<file path="src/amg_pkg.sv">
package amg_pkg;
	// Address width of the core's access bus
	localparam int AMG_AW = 16;

	// Area map: base and last address of each area (plain defaults)
	localparam logic [15:0] AMG_RAM_LO = 16'h0000;
	localparam logic [15:0] AMG_RAM_HI = 16'h0FFF;
	localparam logic [15:0] AMG_STK_LO = 16'h0F00;
	localparam logic [15:0] AMG_STK_HI = 16'h0FFF;
	localparam logic [15:0] AMG_WRK_LO = 16'h0E00;
	localparam logic [15:0] AMG_WRK_HI = 16'h0EFF;
	localparam logic [15:0] AMG_CSR_LO = 16'h1000;
	localparam logic [15:0] AMG_CSR_HI = 16'h13FF;
	localparam logic [15:0] AMG_GPR_LO = 16'hFF00;
	localparam logic [15:0] AMG_GPR_HI = 16'hFF0F;
	localparam logic [15:0] AMG_SYS_ADR = 16'hFF0F;
	localparam logic [15:0] AMG_CALL_LO = 16'h2000;
	localparam logic [15:0] AMG_CALL_HI = 16'h20FF;
	localparam logic [15:0] AMG_RET_LO = 16'h2100;
	localparam logic [15:0] AMG_RET_HI = 16'h21FF;
	localparam logic [15:0] AMG_APP_LO_RST = 16'h4000;
	localparam logic [15:0] AMG_APP_HI_RST = 16'h7FFF;

	// Attribute reset values: protection off, shared RAM closed
	localparam logic AMG_PROT_RST = 1'b0;
	localparam logic AMG_CSR_EN_RST = 1'b0;

	// Bundle of attributes in force
	typedef struct packed {
		logic prot;
		logic csr_en;
		logic [15:0] app_lo;
		logic [15:0] app_hi;
	} amg_attr_t;

	// Protect state machine
	typedef enum logic [1:0] {
		AMG_ST_OFF = 2'b01,
		AMG_ST_ON = 2'b10
	} amg_state_t;
endpackage : amg_pkg

</file>
<file path="src/amg_chk_if.sv">
`timescale 1ns/1ps
`default_nettype none
// Attributes in force and the access to judge, shared by top and checker
interface amg_chk_if;
	import amg_pkg::*;
	amg_attr_t attr;
	logic [AMG_AW-1:0] addr;
	logic allow;
	modport ctl (output attr, output addr, input allow);
	modport chk (input attr, input addr, output allow);
endinterface : amg_chk_if
`default_nettype wire

</file>
<file path="src/amg_guard.sv">
`timescale 1ns/1ps
`default_nettype none
// Behaviour
// Check every read, write and fetch.
// Decide only from protect state and area.
// Protected: RAM open except stack, working.
// Protected: shared RAM closed unless enabled.
// Protected: non-RAM closed except application area.
// Protected: call relief area stays open.
// Protected: return relief area stays open.
// Protected: registers open except system register.
// Unprotected: everything allowed.
// Only unprotected software makes rules effective.
// Written rules pend until unprotected acceptance.
// Reset gives permissive attributes.
// Unprotected software may load other initials.
// Only unprotected software switches protection on.
// Off only via call/return relief or interrupt.
// Refusal blocks write, masks read, flags violation.
module amg_guard (
	input wire logic i_mclk,
	input wire logic i_rst,
	input wire logic i_req,
	input wire logic i_we,
	input wire logic i_fetch,
	input wire logic [amg_pkg::AMG_AW-1:0] i_addr,
	input wire logic [7:0] i_wdata,
	input wire logic [7:0] i_mem_rdata,
	input wire logic i_prot_on_req,
	input wire logic i_privileged_call_instr,
	input wire logic i_privileged_return_instr,
	input wire logic i_irq_taken,
	input wire logic i_prop_wr,
	input wire logic i_prop_csr_en,
	input wire logic [amg_pkg::AMG_AW-1:0] i_prop_app_lo,
	input wire logic [amg_pkg::AMG_AW-1:0] i_prop_app_hi,
	input wire logic i_accept,
	input wire logic i_init_wr,
	output logic o_mem_req,
	output logic o_mem_we,
	output logic [amg_pkg::AMG_AW-1:0] o_mem_addr,
	output logic [7:0] o_mem_wdata,
	output logic [7:0] o_rdata,
	output logic o_violation,
	output logic o_prot
);
	import amg_pkg::*;

	amg_chk_if chk ();

	// Protect state
	amg_state_t st_q, st_d;
	logic prot;
	logic may_manage;
	logic go_on;
	logic go_off;

	// Attributes in force and the pending proposal
	logic csr_en_q, csr_en_d;
	logic [15:0] app_lo_q, app_lo_d, app_hi_q, app_hi_d;
	logic p_csr_en_q, p_csr_en_d;
	logic [15:0] p_lo_q, p_lo_d, p_hi_q, p_hi_d;

	// Response to the core
	logic [7:0] rdata_q, rdata_d;
	logic viol_q, viol_d;

	// Relief decode
	logic call_hit;
	logic ret_hit;
	logic cross_ok;

	// Address inside an inclusive fixed area
	function automatic logic in_area(input logic [15:0] a, input logic [15:0] lo, input logic [15:0] hi);
		in_area = (a >= lo) && (a <= hi);
	endfunction : in_area

	// Protection level; every management action needs it off
	assign prot = (st_q == AMG_ST_ON);
	assign may_manage = !prot;

	// Attributes in force feed the area checker
	always_comb begin
		chk.attr.prot = prot;
		chk.attr.csr_en = csr_en_q;
		chk.attr.app_lo = app_lo_q;
		chk.attr.app_hi = app_hi_q;
		chk.addr = i_addr;
	end

	amg_area_check u_check (
		.bus(chk.chk)
	);

	// Relief fetch must land in the area of its own instruction; any
	// other open address would let protected code switch protection off
	assign call_hit = i_privileged_call_instr && in_area(i_addr, AMG_CALL_LO, AMG_CALL_HI);
	assign ret_hit = i_privileged_return_instr && in_area(i_addr, AMG_RET_LO, AMG_RET_HI);
	assign cross_ok = i_fetch && (call_hit || ret_hit);

	// Switch requests, each honoured only in the state it leaves
	assign go_on = may_manage && i_prot_on_req;
	assign go_off = i_irq_taken || cross_ok;

	// Protect state next value
	always_comb begin
		st_d = st_q;
		unique case (st_q)
			AMG_ST_OFF: begin
				if (go_on) begin
					st_d = AMG_ST_ON;
				end
			end
			AMG_ST_ON: begin
				if (go_off) begin
					st_d = AMG_ST_OFF;
				end
			end
			default: st_d = AMG_ST_OFF;
		endcase
	end

	// Proposal next value: any software may write it, it stays inert
	always_comb begin
		p_csr_en_d = p_csr_en_q;
		p_lo_d = p_lo_q;
		p_hi_d = p_hi_q;
		if (i_prop_wr) begin
			p_csr_en_d = i_prop_csr_en;
			p_lo_d = i_prop_app_lo;
			p_hi_d = i_prop_app_hi;
		end
	end

	// Attributes in force next value; a direct load wins over acceptance
	// so one initial write is never replaced by a stale proposal
	always_comb begin
		csr_en_d = csr_en_q;
		app_lo_d = app_lo_q;
		app_hi_d = app_hi_q;
		if (may_manage && i_init_wr) begin
			csr_en_d = i_prop_csr_en;
			app_lo_d = i_prop_app_lo;
			app_hi_d = i_prop_app_hi;
		end else if (may_manage && i_accept) begin
			csr_en_d = p_csr_en_q;
			app_lo_d = p_lo_q;
			app_hi_d = p_hi_q;
		end
	end

	// Read data and violation next values; a refused read returns
	// zero so nothing from a closed area reaches the core
	always_comb begin
		rdata_d = '0;
		viol_d = 1'b0;
		if (i_req) begin
			if (chk.allow) begin
				rdata_d = i_mem_rdata;
			end else begin
				viol_d = 1'b1;
			end
		end
	end

	// Protect state register, off at reset
	always_ff @(posedge i_mclk or posedge i_rst) begin
		if (i_rst) begin
			st_q <= AMG_ST_OFF;
		end else begin
			st_q <= st_d;
		end
	end

	// Proposal register
	always_ff @(posedge i_mclk or posedge i_rst) begin
		if (i_rst) begin
			p_csr_en_q <= AMG_CSR_EN_RST;
			p_lo_q <= AMG_APP_LO_RST;
			p_hi_q <= AMG_APP_HI_RST;
		end else begin
			p_csr_en_q <= p_csr_en_d;
			p_lo_q <= p_lo_d;
			p_hi_q <= p_hi_d;
		end
	end

	// Attributes in force, permissive defaults at reset
	always_ff @(posedge i_mclk or posedge i_rst) begin
		if (i_rst) begin
			csr_en_q <= AMG_CSR_EN_RST;
			app_lo_q <= AMG_APP_LO_RST;
			app_hi_q <= AMG_APP_HI_RST;
		end else begin
			csr_en_q <= csr_en_d;
			app_lo_q <= app_lo_d;
			app_hi_q <= app_hi_d;
		end
	end

	// Response registers, one-cycle answer to each request
	always_ff @(posedge i_mclk or posedge i_rst) begin
		if (i_rst) begin
			rdata_q <= '0;
			viol_q <= 1'b0;
		end else begin
			rdata_q <= rdata_d;
			viol_q <= viol_d;
		end
	end

	// Memory side: refused requests never reach memory
	assign o_mem_req = i_req && chk.allow;
	assign o_mem_we = i_req && i_we && chk.allow;
	assign o_mem_addr = i_addr;
	assign o_mem_wdata = i_wdata;

	// Core side
	assign o_rdata = rdata_q;
	assign o_violation = viol_q;
	assign o_prot = prot;
endmodule : amg_guard
`default_nettype wire

</file>
<file path="src/amg_area_check.sv">
`timescale 1ns/1ps
`default_nettype none
module amg_area_check (
	amg_chk_if.chk bus
);
	import amg_pkg::*;

	function automatic logic in_rng(input logic [15:0] a, input logic [15:0] lo, input logic [15:0] hi);
		in_rng = (a >= lo) && (a <= hi);
	endfunction : in_rng

	logic ram_ok;
	logic oth_ok;

	// RAM open except stack and working area; shared RAM open only when enabled
	always_comb begin
		ram_ok = in_rng(bus.addr, AMG_RAM_LO, AMG_RAM_HI)
			&& !in_rng(bus.addr, AMG_STK_LO, AMG_STK_HI)
			&& !in_rng(bus.addr, AMG_WRK_LO, AMG_WRK_HI);
		oth_ok = (in_rng(bus.addr, AMG_CSR_LO, AMG_CSR_HI) && bus.attr.csr_en)
			|| in_rng(bus.addr, bus.attr.app_lo, bus.attr.app_hi)
			|| in_rng(bus.addr, AMG_CALL_LO, AMG_CALL_HI)
			|| in_rng(bus.addr, AMG_RET_LO, AMG_RET_HI)
			|| (in_rng(bus.addr, AMG_GPR_LO, AMG_GPR_HI) && bus.addr != AMG_SYS_ADR);
	end

	// Decision uses only protect state and area
	assign bus.allow = !bus.attr.prot || ram_ok || oth_ok;
endmodule : amg_area_check
`default_nettype wire

</file>
<file path="config.mk">
export PLATFORM = sky130hd
export DESIGN_NAME = amg_guard
export DESIGN_NICKNAME = d
export VERILOG_FILES = /design/src/amg_pkg.sv /design/src/amg_chk_if.sv /design/src/amg_guard.sv /design/src/amg_area_check.sv
export SDC_FILE = /design/constraint.sdc
export NUM_CORES = 1
export LEC_CHECK = 0
export ABC_AREA = 0
export BUFFER_PORTS_ARGS = -buffer_cell sky130_fd_sc_hd__buf_4
export CAP_MARGIN = 15
export CORE_ASPECT_RATIO = 1.1
export CORE_MARGIN = 2
export CORE_UTILIZATION = 30
export DETAILED_ROUTE_END_ITERATION = 10
export PLACE_DENSITY_LB_ADDON = 0.2
export SLEW_MARGIN = 20
export SYNTH_ARGS = -nofsm -noshare
export SYNTH_HDL_FRONTEND = slang
export SYNTH_SLANG_ARGS = --single-unit
</file>
<file path="constraint.sdc">
create_clock -name i_mclk -period 5.74 [get_ports i_mclk]
set_input_delay 0.574 -clock i_mclk [delete_from_list [all_inputs] [get_ports i_mclk]]
set_output_delay 0.574 -clock i_mclk [all_outputs]
set_load 0.02 [all_outputs]
</file>
==> impl_metrics.ini <==
[worst_setup_path]
path_buf_inv = 2
r2r_slack_ns = 3.34
cpLargestDelayFamily = compound AO/OA/AOI/OAI gates
slowest_delay_ns = 0.52
slowest_stage = dfstp_2
reg2reg_depth = 8
crit_chain = inv_1, ha_1, nor2b_1, o211ai_1, a2111o_1, a311o_1, o31a_1, and3_1, buf_4
path_class = reg2out
crit_end = o_mem_we
crit_path_end_kind = output port
worstPathRequired_ns = 5.17
r2r_end = o_rdata[4]$_DFF_PP0_
startpoint = app_hi_q[1]$_DFFE_PP1P_
worstPathArrival_ns = 2.77
r2r_start = app_hi_q[1]$_DFFE_PP1P_
path_max_fanout = 11
critical_path_depth = 9
startpoint_type = flip-flop

[synth]
synth_top_area_frac = 0.261
seq_area_frac_synth = 0.467
syn_area_per_cell_um2 = 10.6
ys_types = 35
synth_top_area_cell = dfrtp_1
netlist_area_um2 = 4220
ys_ff_latch = 77
yosysWarnings = 0
synth_top_flop_cell = dfrtp_1
synth_edf_count = 0
syn_nets = 506
ys_async_sr_fraction = 1.00
synthTopCellsByArea = dfrtp_1, dfstp_2, ha_1
synthCells = 397

[sta]
setup_viol = 0
rsz0062_at_grt = no
timing.final.crit_share = 0.582
slew_viol_final = 0
max_freq_ghz = 0.299
tns_ns = 0
min_period_ns = 3.34
hold_viol = 0
tightest_slew_ns = 0.545
relSlewSlack = 0.637
clock_skew_ns = 0.00510

[floorplanning]
ios = 113
dieArea_um2 = 15000
die_width_um = 117
row_count = 45
initial_utilization = 0.306
die_height_um = 128
coreArea_um2 = 13800

[clock_tree]
post_cts_resized = 0
post-cts-setup-buffers = 0
cts_tree = built
cts_buffer_depth = 2
clk_pin_slew_worst_paths_ns = 0.06
cts_sinks = 77
clock_latency_ns = 0.33
htreeDepth = 3
cts_root_buffer = clkbuf_16
cts_buffers = 9
hold_buffers = 0

[hold_path]
holdCritPathClass = in2async

[route]
wl_per_cell_um = 14.7
vias = 2959
drt_pre_antenna_iters = 5
drc = 0
drtIter0Drc = 102
ant_nets = 0
drt-total-wl_mm = 9.73
vias_per_cell = 4.48

[placement]
dpl.hpwl_mm = 7.39
numPlacedInstances = 644
globalplace.congestion = 0.778
io_buffers = 96

[power]
finalPower_mw = 1.67
leakage_nw = 2.52
p_per_area_nw_per_um2 = 316
irDropWorstVdd_v = 0.000116

[job]
max_cap_viol_count = 0

[final_layout]
final_cells = 661
antenna_cells = 0
num-fill-cells = 1368
nNetsFinal = 577
postLayoutCoreUtil = 0.383
drive_above_1_share = 0.385
layout_commonest_cell = buf_4
area_delta_synth_final_pct = 25.5
multi_input_area_um2 = 1880
layout_common_cells = buf_4, dfrtp_1, nand2_1, o21ai_0, inv_1
ff_latch_area_um2 = 1970

[grt]
first_global_vias = 3004
grt_pass1_wl_mm = 15.3
grt-ovfl-total = 0
grt_usage = 0.136
antenna_found_initial = 0
grt_max_degree = 78

[status]
status = finished, final reports clean
[state kept, by name, indices dropped and copies added, names as in the netlist]
| name | flops |
|---|---|
| p_lo_q | 16 |
| p_hi_q | 16 |
| p_csr_en_q | 1 |
| st_q | 2 |
| o_violation | 1 |
| app_lo_q | 16 |
| o_rdata | 8 |
| app_hi_q | 16 |
| csr_en_q | 1 |
[routing by layer]
metal | wire length, um | vias to the layer above | global-route usage
met5 | 0 | - | 0
met4 | 179 | 0 | 0.0547
met3 | 502 | 15 | 0.0345
met2 | 4710 | 75 | 0.222
met1 | 4330 | 1373 | 0.170
li1 | - | 1496 | -
[worst min-delay path by stage]
stage / startpoint / cells past startpoint / end
after floorplan: csr_en_q$_DFFE_PP0P_ / 2 / csr_en_q$_DFFE_PP0P_
after global placement: app_hi_q[13]$_DFFE_PP1P_ / 2 / app_hi_q[13]$_DFFE_PP1P_
after detailed placement: app_hi_q[13]$_DFFE_PP1P_ / 2 / app_hi_q[13]$_DFFE_PP1P_
after CTS: i_mem_rdata[1] / 2 / o_rdata[1]$_DFF_PP0_
after global routing: i_rst / 3 / p_lo_q[4]$_DFFE_PP0P_
final: i_rst / 3 / p_lo_q[4]$_DFFE_PP0P_
[cells in the mapped netlist, drive strengths merged, types with 2 or more instances]
cell type / n
nor2: 2
nand2b: 2
nand3: 3
buf: 28
mux2i: 31
dfstp: 33
a21oi: 14
nor2b: 4
nand2: 41
a21o: 2
dfrtp: 44
o21ai: 41
o31a: 2
inv: 35
mux2: 33
nor4: 3
and3: 9
and4: 2
clkbuf: 12
ha: 32
nand4: 9
nor3: 3
a22oi: 3
[layout make-up]
cell class | count | share of cell area
Sequential cell | 77 | 0.372
Tap cell | 188 | 0.0445
Timing Repair Buffer | 100 | 0.146
Inverter | 35 | 0.0248
Clock buffer | 11 | 0.0440
Multi-Input combinational cell | 245 | 0.355
Clock inverter | 5 | 0.0142
[worst register-to-register path: stages, from the launching register on]
cell	delay [ns]
dfstp_2	0.52
inv_1	0.05
ha_1	0.28
nor2b_1	0.13
o211ai_1	0.09
a2111o_1	0.38
a311o_1	0.38
o31a_1	0.22
and3_1	0.24
[logic make-up after synthesis]
kind of cell	share of synthesized area
compound gates	0.0890
fa+ha+maj	0.0950
buf+inv	0.0908
flops	0.467
mux	0.162
simple gates	0.0965
[per-stage QoR]
step / cell area, um2 / hold WS [ns] / worst slack, ns
global route: 5290 / 0.371 / 2.26
detailed placement: 4950 / 0.473 / 2.59
global placement: 4950 / 0.470 / 2.60
floorplan: 4220 / 0.442 / 2.96
CTS: 5260 / 0.466 / 2.37
finish: 5290 / 0.331 / 2.40
[where the power goes]
group	total, mW	internal (mW)	switching, mW
sequential	0.696	0.655	0.0417
combinational	0.387	0.178	0.208
clock	0.587	0.378	0.209
total	1.67	1.21	0.459
Power figures use the tool's default switching activity.
